===== src/rtl/spc_pkg.sv =====
// shared port pin control package: register map, field layouts, option encodings
// assumes a 32-bit axi4-lite register bus and one 100 MHz core clock
package spc_pkg;

    // ----------------------------------------------------------------
    // register map (byte addresses)
    // ----------------------------------------------------------------
    localparam logic [3:0] ADDR_DIR = 4'h0;
    localparam logic [3:0] ADDR_WAKE = 4'h4;
    localparam logic [3:0] ADDR_PULL = 4'h8;
    localparam logic [3:0] ADDR_DATA = 4'hc;
    localparam logic [3:0] ADDR_PIN = 4'hc;
    localparam logic [3:0] ADDR_STAT = 4'h4;
    localparam logic [3:0] ADDR_CFG = 4'h8;

    // ----------------------------------------------------------------
    // reset values and response codes
    // ----------------------------------------------------------------
    localparam logic [6:0] DIR_RESET = 7'h7f;
    localparam logic [7:0] WAKE_RESET = 8'h00;
    localparam logic [6:0] PULL_RESET = 7'h00;
    localparam logic [6:0] DATA_RESET = 7'h00;
    localparam logic [1:0] RESP_OKAY = 2'h0;
    localparam logic [1:0] RESP_SLVERR = 2'h2;

    // ----------------------------------------------------------------
    // status and configuration field positions
    // ----------------------------------------------------------------
    localparam int STAT_WAKE_BIT = 0;
    localparam int CFG_BUZ_BIT = 0;
    localparam int CFG_OSC_LSB = 1;
    localparam int CFG_RESET_BIT = 3;
    localparam int CFG_FREQ_LSB = 4;

    // ----------------------------------------------------------------
    // oscillator mode and internal rc frequency variant
    // ----------------------------------------------------------------
    typedef enum logic [1:0] {
        OSC_INT_RC = 2'h0,
        OSC_CRYSTAL = 2'h1,
        OSC_RC_RTC = 2'h2,
        OSC_EXT_RC = 2'h3
    } spc_osc_type;

    typedef enum logic [1:0] {
        FREQ_4MHZ = 2'h0,
        FREQ_8MHZ = 2'h1,
        FREQ_12MHZ = 2'h2
    } spc_freq_type;

    // fixed options sampled once after reset release
    typedef struct packed {
        logic buzzer_on;
        spc_osc_type osc_mode;
        logic reset_pin_on;
        spc_freq_type rc_freq;
    } spc_opt_type;

    // pin triple for the seven two-way lines
    typedef struct packed {
        logic [6:0] out;
        logic [6:0] oe;
        logic [6:0] pull;
    } spc_pad_type;

endpackage : spc_pkg


===== src/rtl/spc_port.sv =====
// shared port pin control: direction, wake-up, pull-high and pin sharing for an 8-line port
// assumes synchronous pin inputs and fixed option straps, axi4-lite master that keeps the protocol
//
// Design decisions made here: the register addresses and the AXI4-Lite register port.
`timescale 1ns/1ps

// What this block does
// - each port line has its own wake-up enable bit; a change then raises wake-up unless the line is held by the buzzer, oscillator or reset option
// - each two-way line not held by the buzzer or oscillator option is software-selectable as driven output or sampled input
// - lines zero to six each have a software pull-high enable
// - a fixed option gives lines zero and one to the complementary buzzer pair
// - line two also feeds the timer external input
// - line three also feeds the external interrupt input
// - a fixed option picks one of four oscillator modes; internal rc frees lines five and six, external rc frees line five only
// - internal rc frequency is a fixed variant value: 4, 8 or 12 MHz
// - a fixed option makes line seven the active-low reset input or a plain input
// - line seven supports wake-up while it is a plain input, and has no pull-high
module spc_port import spc_pkg::*; #(
    parameter int NUM_IO = 7
) (
    // clock and reset
    input wire logic CORE_CLK_IN,
    input wire logic RST_N_IN,
    // fixed configuration options
    input wire logic OPT_BUZZER_IN,
    input wire logic [1:0] OPT_OSC_MODE_IN,
    input wire logic OPT_RESET_PIN_IN,
    input wire logic [1:0] OPT_RC_FREQ_IN,
    // pins
    input wire logic [7:0] PAD_IN,
    output logic [6:0] PAD_OUT,
    output logic [6:0] PAD_OE_OUT,
    output logic [6:0] PAD_PULL_OUT,
    // shared functions
    input wire logic BUZZER_SIGNAL_IN,
    output logic TIMER_EXTERNAL_INPUT_OUT,
    output logic EXT_INT_OUT,
    output logic OSC_INPUT_PIN_OUT,
    input wire logic OSC_OUTPUT_PIN_IN,
    output logic OSC_OUTPUT_PIN_OE_OUT,
    output logic RESET_INPUT_PIN_N_OUT,
    output logic [1:0] RC_FREQ_OUT,
    output logic WAKE_OUT,
    // axi4-lite slave
    input wire logic [3:0] S_AXI_AWADDR,
    input wire logic S_AXI_AWVALID,
    output logic S_AXI_AWREADY,
    input wire logic [31:0] S_AXI_WDATA,
    input wire logic [3:0] S_AXI_WSTRB,
    input wire logic S_AXI_WVALID,
    output logic S_AXI_WREADY,
    output logic [1:0] S_AXI_BRESP,
    output logic S_AXI_BVALID,
    input wire logic S_AXI_BREADY,
    input wire logic [3:0] S_AXI_ARADDR,
    input wire logic S_AXI_ARVALID,
    output logic S_AXI_ARREADY,
    output logic [31:0] S_AXI_RDATA,
    output logic [1:0] S_AXI_RRESP,
    output logic S_AXI_RVALID,
    input wire logic S_AXI_RREADY
);

    if (NUM_IO != 7) begin : gen_bad_num_io
        $error("spc_port serves exactly seven two-way lines");
    end

    // ----------------------------------------------------------------
    // option capture after reset release
    // ----------------------------------------------------------------
    spc_opt_type opt;
    logic opt_done;
    always_ff @(posedge CORE_CLK_IN or negedge RST_N_IN) begin
        if (!RST_N_IN) begin
            opt <= '0;
            opt_done <= 1'b0;
        end else if (!opt_done) begin
            opt <= {OPT_BUZZER_IN, spc_osc_type'(OPT_OSC_MODE_IN), OPT_RESET_PIN_IN,
                    spc_freq_type'(OPT_RC_FREQ_IN == 2'h3 ? 2'h0 : OPT_RC_FREQ_IN)};
            opt_done <= 1'b1;
        end
    end

    // ----------------------------------------------------------------
    // software registers
    // ----------------------------------------------------------------
    logic [6:0] dir_in; // 1 = input
    logic [7:0] wake_en;
    logic [6:0] pull_en;
    logic [6:0] out_data;
    logic wake_flag;
    logic [7:0] pin_prev;
    logic [7:0] wake_mask;

    logic aw_hold, w_hold;
    logic [3:0] aw_addr;
    logic [31:0] w_data;
    logic [3:0] w_strb;
    wire do_write = aw_hold && w_hold && !S_AXI_BVALID;
    wire wr_hit = (aw_addr == ADDR_DIR) || (aw_addr == ADDR_WAKE) || (aw_addr == ADDR_PULL)
                  || (aw_addr == ADDR_DATA);
    wire clr_wake = do_write && aw_addr == ADDR_WAKE && w_strb[1] && w_data[8];

    always_ff @(posedge CORE_CLK_IN or negedge RST_N_IN) begin
        if (!RST_N_IN) begin
            aw_hold <= 1'b0;
            w_hold <= 1'b0;
            aw_addr <= 4'h0;
            w_data <= 32'h0;
            w_strb <= 4'h0;
            S_AXI_AWREADY <= 1'b1;
            S_AXI_WREADY <= 1'b1;
            S_AXI_BVALID <= 1'b0;
            S_AXI_BRESP <= RESP_OKAY;
        end else begin
            if (S_AXI_AWVALID && S_AXI_AWREADY) begin
                aw_hold <= 1'b1;
                aw_addr <= S_AXI_AWADDR;
                S_AXI_AWREADY <= 1'b0;
            end
            if (S_AXI_WVALID && S_AXI_WREADY) begin
                w_hold <= 1'b1;
                w_data <= S_AXI_WDATA;
                w_strb <= S_AXI_WSTRB;
                S_AXI_WREADY <= 1'b0;
            end
            if (do_write) begin
                S_AXI_BVALID <= 1'b1;
                S_AXI_BRESP <= wr_hit ? RESP_OKAY : RESP_SLVERR;
                aw_hold <= 1'b0;
                w_hold <= 1'b0;
            end
            if (S_AXI_BVALID && S_AXI_BREADY) begin
                S_AXI_BVALID <= 1'b0;
                S_AXI_AWREADY <= 1'b1;
                S_AXI_WREADY <= 1'b1;
            end
        end
    end

    always_ff @(posedge CORE_CLK_IN or negedge RST_N_IN) begin
        if (!RST_N_IN) begin
            dir_in <= DIR_RESET;
            wake_en <= WAKE_RESET;
            pull_en <= PULL_RESET;
            out_data <= DATA_RESET;
        end else if (do_write && w_strb[0]) begin
            case (aw_addr)
                ADDR_DIR: dir_in <= w_data[6:0];
                ADDR_WAKE: wake_en <= w_data[7:0];
                ADDR_PULL: pull_en <= w_data[6:0];
                ADDR_DATA: out_data <= w_data[6:0];
                default: ;
            endcase
        end
    end

    // ----------------------------------------------------------------
    // pin ownership and pad drive
    // ----------------------------------------------------------------
    logic [6:0] osc_owned;
    always_comb begin
        osc_owned = 7'h00;
        case (opt.osc_mode)
            OSC_INT_RC: osc_owned = 7'h00;
            OSC_CRYSTAL, OSC_RC_RTC: osc_owned = 7'h60;
            OSC_EXT_RC: osc_owned = 7'h40;
            default: osc_owned = 7'h00;
        endcase
    end

    logic [6:0] next_oe, next_out;
    always_comb begin
        next_oe = ~dir_in & ~osc_owned;
        next_out = out_data;
        if (opt.buzzer_on) begin
            next_oe[1:0] = 2'h3;
            next_out[0] = BUZZER_SIGNAL_IN;
            next_out[1] = ~BUZZER_SIGNAL_IN;
        end
        if (osc_owned[5]) begin
            next_oe[5] = 1'b0;
            next_out[5] = OSC_OUTPUT_PIN_IN;
        end
    end

    always_ff @(posedge CORE_CLK_IN or negedge RST_N_IN) begin
        if (!RST_N_IN) begin
            PAD_OE_OUT <= 7'h00;
            PAD_OUT <= 7'h00;
            PAD_PULL_OUT <= 7'h00;
            OSC_OUTPUT_PIN_OE_OUT <= 1'b0;
        end else begin
            PAD_OE_OUT <= next_oe;
            PAD_OUT <= next_out;
            // buzzer lines are driven, so their pull-high stays off
            PAD_PULL_OUT <= pull_en & ~next_oe & ~osc_owned;
            OSC_OUTPUT_PIN_OE_OUT <= osc_owned[5];
        end
    end

    // ----------------------------------------------------------------
    // shared inputs, wake detection
    // ----------------------------------------------------------------
    always_ff @(posedge CORE_CLK_IN or negedge RST_N_IN) begin
        if (!RST_N_IN) begin
            TIMER_EXTERNAL_INPUT_OUT <= 1'b0;
            EXT_INT_OUT <= 1'b0;
            OSC_INPUT_PIN_OUT <= 1'b0;
            RESET_INPUT_PIN_N_OUT <= 1'b1;
            RC_FREQ_OUT <= 2'h0;
            pin_prev <= 8'h00;
            wake_flag <= 1'b0;
            WAKE_OUT <= 1'b0;
        end else begin
            TIMER_EXTERNAL_INPUT_OUT <= PAD_IN[2];
            EXT_INT_OUT <= PAD_IN[3];
            OSC_INPUT_PIN_OUT <= osc_owned[6] & PAD_IN[6];
            RESET_INPUT_PIN_N_OUT <= opt.reset_pin_on ? PAD_IN[7] : 1'b1;
            RC_FREQ_OUT <= opt.rc_freq;
            pin_prev <= PAD_IN;
            if (|((PAD_IN ^ pin_prev) & wake_en & wake_mask)) begin
                wake_flag <= 1'b1;
            end else if (clr_wake) begin
                wake_flag <= 1'b0;
            end
            WAKE_OUT <= wake_flag;
        end
    end

    always_comb begin
        wake_mask = {~opt.reset_pin_on, ~osc_owned};
        if (opt.buzzer_on) begin
            wake_mask[1:0] = 2'h0;
        end
    end

    // ----------------------------------------------------------------
    // read channel
    // ----------------------------------------------------------------
    always_ff @(posedge CORE_CLK_IN or negedge RST_N_IN) begin
        if (!RST_N_IN) begin
            S_AXI_ARREADY <= 1'b1;
            S_AXI_RVALID <= 1'b0;
            S_AXI_RDATA <= 32'h0;
            S_AXI_RRESP <= RESP_OKAY;
        end else if (S_AXI_ARVALID && S_AXI_ARREADY) begin
            S_AXI_ARREADY <= 1'b0;
            S_AXI_RVALID <= 1'b1;
            S_AXI_RRESP <= RESP_OKAY;
            case (S_AXI_ARADDR)
                ADDR_DIR: S_AXI_RDATA <= {25'h0, dir_in};
                ADDR_WAKE: S_AXI_RDATA <= {23'h0, wake_flag, wake_en};
                ADDR_PULL: S_AXI_RDATA <= {25'h0, pull_en};
                ADDR_DATA: S_AXI_RDATA <= {24'h0, PAD_IN};
                default: begin
                    S_AXI_RDATA <= 32'h0;
                    S_AXI_RRESP <= RESP_SLVERR;
                end
            endcase
        end else if (S_AXI_RVALID && S_AXI_RREADY) begin
            S_AXI_RVALID <= 1'b0;
            S_AXI_ARREADY <= 1'b1;
        end
    end

    // ----------------------------------------------------------------
    // assertions
    // ----------------------------------------------------------------
    property p_reset_inputs;
        @(posedge CORE_CLK_IN) disable iff (!RST_N_IN) !opt_done |-> PAD_OE_OUT == 7'h00 && PAD_PULL_OUT == 7'h00;
    endproperty
    a_reset_inputs: assert property (p_reset_inputs) else $error("lines driven before configuration");
    property p_dir;
        @(posedge CORE_CLK_IN) disable iff (!RST_N_IN) !opt.buzzer_on && osc_owned == 7'h00
            |=> PAD_OE_OUT[4:2] == ~$past(dir_in[4:2]);
    endproperty
    a_dir: assert property (p_dir) else $error("direction not followed");
    property p_pull;
        @(posedge CORE_CLK_IN) disable iff (!RST_N_IN) PAD_OE_OUT != 7'h00 |-> (PAD_PULL_OUT & PAD_OE_OUT) == 7'h00;
    endproperty
    a_pull: assert property (p_pull) else $error("pull-high on driven line");
    property p_buzz;
        @(posedge CORE_CLK_IN) disable iff (!RST_N_IN) opt.buzzer_on && opt_done
            |=> PAD_OE_OUT[1:0] == 2'h3 && PAD_OUT[0] != PAD_OUT[1];
    endproperty
    a_buzz: assert property (p_buzz) else $error("buzzer pair not complementary");
    property p_timer;
        @(posedge CORE_CLK_IN) disable iff (!RST_N_IN) opt_done |=> TIMER_EXTERNAL_INPUT_OUT == $past(PAD_IN[2]);
    endproperty
    a_timer: assert property (p_timer) else $error("timer input not from line two");
    property p_int;
        @(posedge CORE_CLK_IN) disable iff (!RST_N_IN) opt_done |=> EXT_INT_OUT == $past(PAD_IN[3]);
    endproperty
    a_int: assert property (p_int) else $error("interrupt input not from line three");
    property p_osc;
        @(posedge CORE_CLK_IN) disable iff (!RST_N_IN) opt.osc_mode == OSC_CRYSTAL
            |=> !PAD_OE_OUT[6] && !PAD_OE_OUT[5];
    endproperty
    a_osc: assert property (p_osc) else $error("oscillator pins driven as port");
    property p_wake;
        @(posedge CORE_CLK_IN) disable iff (!RST_N_IN) wake_en[7] && !opt.reset_pin_on && $changed(PAD_IN[7])
            |=> ##1 WAKE_OUT;
    endproperty
    a_wake: assert property (p_wake) else $error("wake-up missed");
    property p_rst;
        @(posedge CORE_CLK_IN) disable iff (!RST_N_IN) !opt.reset_pin_on |=> RESET_INPUT_PIN_N_OUT;
    endproperty
    a_rst: assert property (p_rst) else $error("reset asserted while line seven is a port");
    c_write: cover property (@(posedge CORE_CLK_IN) S_AXI_BVALID && S_AXI_BREADY);
    c_read: cover property (@(posedge CORE_CLK_IN) S_AXI_RVALID && S_AXI_RREADY);
    c_wake: cover property (@(posedge CORE_CLK_IN) WAKE_OUT);

endmodule : spc_port


===== config.mk =====
export PLATFORM = sky130hd
export DESIGN_NAME = spc_port
export DESIGN_NICKNAME = d
export VERILOG_FILES = /design/src/rtl/spc_pkg.sv /design/src/rtl/spc_port.sv
export SDC_FILE = /design/constraint.sdc
export NUM_CORES = 1
export LEC_CHECK = 0
export ABC_AREA = 1
export BUFFER_PORTS_ARGS = -buffer_cell sky130_fd_sc_hd__buf_2
export CAP_MARGIN = 20
export CELL_PAD_IN_SITES_DETAIL_PLACEMENT = 0
export CELL_PAD_IN_SITES_GLOBAL_PLACEMENT = 1
export CORE_MARGIN = 2
export CORE_UTILIZATION = 41
export CTS_CLUSTER_SIZE = 40
export DETAILED_ROUTE_END_ITERATION = 10
export GPL_ROUTABILITY_DRIVEN = 0
export HOLD_SLACK_MARGIN = 0.05
export PLACE_DENSITY = 0.82
export SLEW_MARGIN = 25
export SYNTH_ARGS = -nofsm -noshare
export SYNTH_HDL_FRONTEND = slang
export SYNTH_SLANG_ARGS = --single-unit

===== constraint.sdc =====
create_clock -name CORE_CLK_IN -period 2.4 [get_ports CORE_CLK_IN]
set_input_delay 0.24 -clock CORE_CLK_IN [delete_from_list [all_inputs] [get_ports CORE_CLK_IN]]
set_output_delay 0.24 -clock CORE_CLK_IN [all_outputs]
set_load 0.02 [all_outputs]

[Yosys cells after proc, flatten, opt, wreduce, memory -nomap -nowiden]
Index checks and enable logic that the tools add are counted.
Operators by class
  eq/ne operators: 10
  multiplexer cells: 27
  bitwise gates (word level): 12
  reduce and logical (&&, ||, !) cells: 32
Operators with widths (count)
  9-bit one-hot mux with 4 select lines: 1
  7-bit bitwise AND: 3
  7-bit NOT: 3
  7-bit one-hot mux with 3 select lines: 1
  1-bit 2-to-1 mux: 19
  8-bit bitwise AND: 2
  4-bit == test (second input constant): 4
  2-bit nonzero test: 7
  2-bit 2-to-1 mux: 6
  1-bit logical AND: 11
  4-bit by 3-bit == test with 1-bit output (second input constant): 2
  4-bit logical NOT: 2
  2-bit AND reduction: 4
  8-bit OR reduction: 1
  8-bit bitwise XOR: 1
  2-bit == test (second input constant): 3
  4-bit OR reduction: 1
  1-bit logical OR: 3
  2-bit by 1-bit == test with 1-bit output (second input constant): 1
  2-bit logical NOT: 1
  1-bit NOT: 2
  2-bit OR reduction: 1
  1-bit bitwise AND: 1
  1-bit logical NOT: 1
Word-level totals
  bits in registers: 132
  input port bits: 67
  output and inout bits: 70

[Longest topological paths before layout]
Gate-level depths: netlist of the first run.
  depth in word-level cells: 9
  gate-level depth with buffers: 8

[Worst setup path before layout of the first run]
OpenSTA, ideal clock, no wires.
  path kind: reg2reg
  start point: register S_AXI_BVALID
  end point: register pull_en[4]
  setup time: 121 ps
  arrival: 1206 ps
  path slack: 1073 ps
  stages on the path, launching flop included: 8
  path buffers: 1
  clock period less this slack: 1327 ps
  path through: dfrtp_1 > inv_2 > nand3_4 > nor2_8 > nand3_4 > buf_6 > nand2_1 > o21ai_2
Between the ends
  cells in the longest elaborated chain, start to end: 4
RTL lines
  start, declared: line spc_port.sv:53  | output logic S_AXI_BVALID,
  start signal, assigned: line spc_port.sv:113  | S_AXI_BVALID <= 1'b0;
  start signal, assigned: line spc_port.sv:128  | S_AXI_BVALID <= 1'b1;
  start signal, assigned: line spc_port.sv:134  | S_AXI_BVALID <= 1'b0;
  1-bit logical NOT: line spc_port.sv:99  | wire do_write = aw_hold && w_hold && !S_AXI_BVALID;
  1-bit logical AND: line spc_port.sv:99
  1-bit logical AND: line spc_port.sv:147  | end else if (do_write && w_strb[0]) begin
  2-bit AND reduction (no line)
  end signal, assigned: line spc_port.sv:151  | ADDR_PULL: pull_en <= w_data[6:0];
  end, declared: line spc_port.sv:89  | logic [6:0] pull_en;
Every way passes these cells.
A chain may end at the register's enable or synchronous reset.

[Worst setup path after layout of the first run]
Ends and elaborated chain as after synthesis.

==> results of run 1 <==
[sequential cells by signal (all words and copies together) (netlist names), 8 cells and up]
register and cells:
wake_en 8, pin_prev 8, S_AXI_RDATA 9, w_data 9
[cell usage after synthesis, types with 2 or more instances]
library cell / n / area (sq um)
conb_1: 2 / 7.51
nand2_1: 160 / 601
inv_1: 55 / 206
nand4_1: 2 / 12.5
dfstp_2: 11 / 289
buf_2: 3 / 15.0
nor2_1: 18 / 67.6
buf_6: 3 / 33.8
clkbuf_1: 3 / 11.3
o21ai_0: 29 / 145
inv_2: 2 / 7.51
nor2_8: 2 / 40.0
o21ai_2: 21 / 184
buf_4: 25 / 188
nand3_4: 3 / 52.6
dfrtp_1: 94 / 2350
nand3_1: 39 / 195
[power breakdown]
part           total [mW]  internal (mW)  switching, mW
Sequential           2.67           2.32          0.352
Clock                1.04          0.418          0.621
Combinational        1.46          0.481          0.975
[routing by layer]
metal  vias to the layer above  global-route usage [%]
li1                       1663                       -
met1                      1527                    22.8
met2                        87                    26.6
met3                        11                    3.83
met4                         0                    5.59
met5                         -                       0
[area by class of cell]
class / count / area share [%]
Tap cell: 140 / 3.29
Multi-Input combinational cell: 310 / 28.1
Clock buffer: 10 / 2.59
Timing Repair Buffer: 103 / 11.4
Clock inverter: 6 / 0.965
Sequential cell: 105 / 49.7
Inverter: 57 / 4.02
[kinds of logic (layout without fill, tap and decap cells)]
kind of cell	Yosys count	count (layout)
other	2	26
adder cells (fa/ha/maj)	1	1
AO/OA/AOI/OAI	52	52
AND/OR/NAND/NOR	231	231
flip-flops	105	105
buffers and inverters	91	176
[worst max-delay path, cell delays in order (launching register included)]
cell     delay (ns)
dfrtp_1        0.43
inv_2          0.09
nand3_4        0.14
nor2_8         0.18
nand3_4        0.21
nand2_1        0.13
o21ai_2        0.05
[stage by stage]
stage	instance area, sq um	power (mW)	worst slack (ns)	cells
global placement	5000	4.13	1.02	702
detailed placement	5000	4.18	1.01	702
CTS	5320	5.24	1.02	731
global route	5320	5.55	0.864	731
floorplan	4600	3.70	1.07	506
finish	5320	5.17	1.04	731
[worst paths after layout]
| path | start | endpoint | slack, ns | depth (start not counted) |
|---|---|---|---|---|
| min reg2reg | opt[1]$_DFFE_PN0N_ | RC_FREQ_OUT[1]$_DFF_PN0_ | 0.39 | 0 |
| min | S_AXI_AWADDR[0] | aw_addr[0]$_DFFE_PN0P_ | 0.07 | 3 |
| min in group asynchronous | RST_N_IN | RC_FREQ_OUT[1]$_DFF_PN0_ | 0.37 | 2 |
| max in group asynchronous | RST_N_IN | out_data[0]$_DFFE_PN0P_ | 1.30 | 3 |
| max reg2reg | S_AXI_BVALID$_DFFE_PN0P_ | pull_en[4]$_DFFE_PN0P_ | 1.04 | 6 |
| max | S_AXI_BVALID$_DFFE_PN0P_ | pull_en[4]$_DFFE_PN0P_ | 1.04 | 6 |
==> results.toml, run 1 <==
[power_and_ir_drop]
ir_drop_mv = 0.409
p_leak_nw = 2.91
p_per_area_nw_per_um2 = 972

[clocking]
cts_resized = 0
numClockSinks = 105
clk_latency_ns = 0.36
postCtsHoldBufs = 13
clk_path_buf_depth = 2
root_buffer = "clkbuf_8"
post_cts_buffers = 0
cts_tree = "built"
htreeDepth = 3
cts_made_buffers = 9
clk_pin_slew_ns = 0.10

[run_status]
outcome = "finished, final reports clean"

[drt]
drc = 0
wl_met2_um = 4270
top_layer_used = "met4"
route.detailed.wl_per_inst_um = 12.5
wl_um = 9140
wl_met3_um = 486
viasPerCell = 4.50
ant_nets = 0
first_iter_violations = 171
first_pass_iters = 4
wl_met1_um = 4250
dr_total_vias = 3288

[final_layout]
mostFrequentLayoutCells = "160 x nand2_1, 94 x dfrtp_1, 85 x buf_2, 55 x inv_1, 39 x nand3_1"
diodes = 0
final_nets = 654
final_common_cell = "nand2_1"
fillers = 1049
multi_input_area_sq_um = 1490
area_delta_synth_final_pct = 18.0
drive_gt1_share_pct = 25.5
utilization_pct = 49.3
final-seq-area_sq_um = 2640

[global_route]
grt_overflow_total = 0
first_global_vias = 3161
grt_max_degree = 43
antenna_found_initial = 0
grt_pass1_wl_um = 15200
grt_util_all_layers_pct = 16.7

[synthesis]
yosys_register_bits = 105
syn_area_per_cell_sq_um = 9.35
synth_fa_ha_area_share_pct = 0.278
synthMuxAreaShare_pct = 0
yosys.area_share.simple_pct = 23.0
yosysUniqueCellTypes = 27
ys_seq_area_share_pct = 58.6
synth_area_sq_um = 4510
synth_edf_count = 0
synth-xor-area-share_pct = 0
synthCells = 482
synth-compound-area-share_pct = 7.66
synth_top_family_by_area = "simple AND/OR/NAND/NOR gates"
ys_warn_count = 0
ys.flop_type = "dfrtp_1"
synthArstFlopShare_pct = 100

[timing]
setup_tns_ns = 0
finalCritPeriodShare_pct = 56.6
fmax_mhz = 736
finalSetupViolCount = 0
worstMarginPinSlew_ns = 0.653
hold_ws_ns = 0.0676
rsz0062_at_grt = "false"
fin_skew_ns = 0.00949
hold_viol_final = 0
slew_violations = 0
slew_headroom_pct = 56.3
period_needed_ns = 1.36

[worst_hold_path]
hold_path.class = "primary input to register"

[placement]
portBuffers = 86
dp_hpwl_um = 6720

[critical_path]
critPathKind = "register to register"
cp.required_ns = 2.65
worstSetupStartpointType = "register"
crit_fanout = 14
cp-end-kind = "register"
crit_arrival_ns = 1.60

[floorplan]
start_util_pct = 41.7
chipHeight_um = 109
placementRows = 38
coreArea_sq_um = 10800
die_width_um = 109
io_pins = 137
dieArea_sq_um = 11800

[run]
cap_viol_max_count = 0
Note: power is estimated with default switching activity, not from simulation.
==> run 2: changes to the inputs <==
- CORE_UTILIZATION: 41 -> 38
- PLACE_DENSITY: 0.82 -> 0.76
- clock period: 2.4 -> 1.35 ns (I/O delays scaled with it)
==> results.toml, run 2 (synthesis results as in run 1) <==
[timing]
setup_tns_ns = 0
layout_setup_ws_ns = 0.0372
slew_violations = 0
finalCritPeriodShare_pct = 97.2
finalSetupViolCount = 0
rsz0062_at_grt = "true"
hold_ws_ns = 0.0742
fin_skew_ns = 0.00898
fmax_mhz = 762
hold_viol_final = 0
period_needed_ns = 1.31

[critical_path]
cp.required_ns = 1.64
r2r_start = "opt_done$_DFF_PN0_"
crit_fanout = 2
r2r_slack_ns = 0.05
crit_arrival_ns = 1.60
critPathKind = "primary input to register"
startpoint = "OPT_RC_FREQ_IN[0]"
worstSetupStartpointType = "primary input"
cp-end-kind = "register"

[final_layout]
mostFrequentLayoutCells = "160 x nand2_1, 92 x dfrtp_1, 85 x buf_2, 55 x inv_1, 38 x nand3_1"
final_common_cell = "nand2_1"
area_delta_synth_final_pct = 28.6
reg_top3 = "S_AXI_RDATA: 9 flops, w_data: 9 flops"
utilization_pct = 50.3
diodes = 0
drive_gt1_share_pct = 26.3
stdcell_count = 767
final_nets = 687

[floorplan]
placementRows = 39
die_width_um = 113
chipHeight_um = 113
io_pins = 137
dieArea_sq_um = 12700
start_util_pct = 39.1
coreArea_sq_um = 11500

[clocking]
clk_pin_slew_ns = 0.08
numClockSinks = 105
clk_path_buf_depth = 2
cts_made_buffers = 9
root_buffer = "clkbuf_16"
cts_tree = "built"
clk_latency_ns = 0.35
htreeDepth = 3

[drt]
wl_um = 9610
dr_total_vias = 3408
route.detailed.wl_per_inst_um = 12.5
first_iter_violations = 170
viasPerCell = 4.44
first_pass_iters = 7
ant_nets = 0
drc = 10

[placement]
portBuffers = 86
post-place-ws_ns = 0.0576
dp.cells = 712
dp_hpwl_um = 6800

[global_route]
grt_max_degree = 47
grt_pass1_wl_um = 16400
first_global_vias = 3375
antenna_found_initial = 0
grt_overflow_total = 0
grt_util_all_layers_pct = 16.1

[worst_hold_path]
hold_path.class = "primary input to register"
hold_start = "S_AXI_ARADDR[0]"

[run]
cap_viol_max_count = 0

[run_status]
outcome = "complete, but fails checks"
violations = "DRC"

[power_and_ir_drop]
p_per_area_nw_per_um2 = 1780
p_leak_nw = 3.13
ir_drop_mv = 0.743
## run 2: worst max-delay path, cell delays in order
cell and delay, ns:
dlygate4sd3_1 0.54, buf_2 0.13, o31ai_1 0.22, dlygate4sd3_1 0.58
## run 2: worst paths after layout
path                                               to  cells past startpoint
hold / removal             S_AXI_RDATA[8]$_DFFE_PN0P_                      4
setup reg to reg                   opt[1]$_DFFE_PN0N_                      2
setup / recovery                   opt[1]$_DFFE_PN0N_                      4
min in group asynchronous          opt[1]$_DFFE_PN0N_                      2
hold reg to reg              RC_FREQ_OUT[1]$_DFF_PN0_                      0
max in group asynchronous       dir_in[3]$_DFFE_PN1P_                      3
## run 2: stage by stage
stage	area [sq um]	power, mW
2_1_floorplan	4600	6.58
5_1_grt	5790	11.0
4_1_cts	5760	10.4
3_5_place_dp	5080	7.52
6_report	5790	10.3
3_3_place_gp	5080	7.44
## run 2: cell type report
type / instances / area (sq um)
Sequential cell: 105 / 2640
Clock inverter: 7 / 85.1
Inverter: 57 / 214
Clock buffer: 9 / 225
Tap cell: 143 / 179
Fill cell: 1083 / 5720
Multi-Input combinational cell: 310 / 1510
Timing Repair Buffer: 136 / 938
## run 2: power breakdown
part           internal, mW  switching, mW  total [mW]
Combinational          1.01           1.78        2.80
Clock                  1.48           1.24        2.72
Sequential             4.13          0.662        4.80
Total                  6.63           3.68        10.3
## run 2: timing repair
item	CTS	global route
hold endpoints to repair	95	0
setup endpoints to repair	0	20
buffers inserted	0	2
hold buffers	37	0
resized for setup	0	5
## run 2: metal layers
layer / part of all wire, % / routed length [um] / vias up / global-route usage (%)
met4: 1.4 / 135 / 0 / 5.45
met3: 5.2 / 501 / 11 / 3.75
met1: 49 / 4730 / 1567 / 22.9
li1: - / - / 1735 / -
met2: 44 / 4240 / 95 / 24.5
met5: 0 / 0 / - / 0
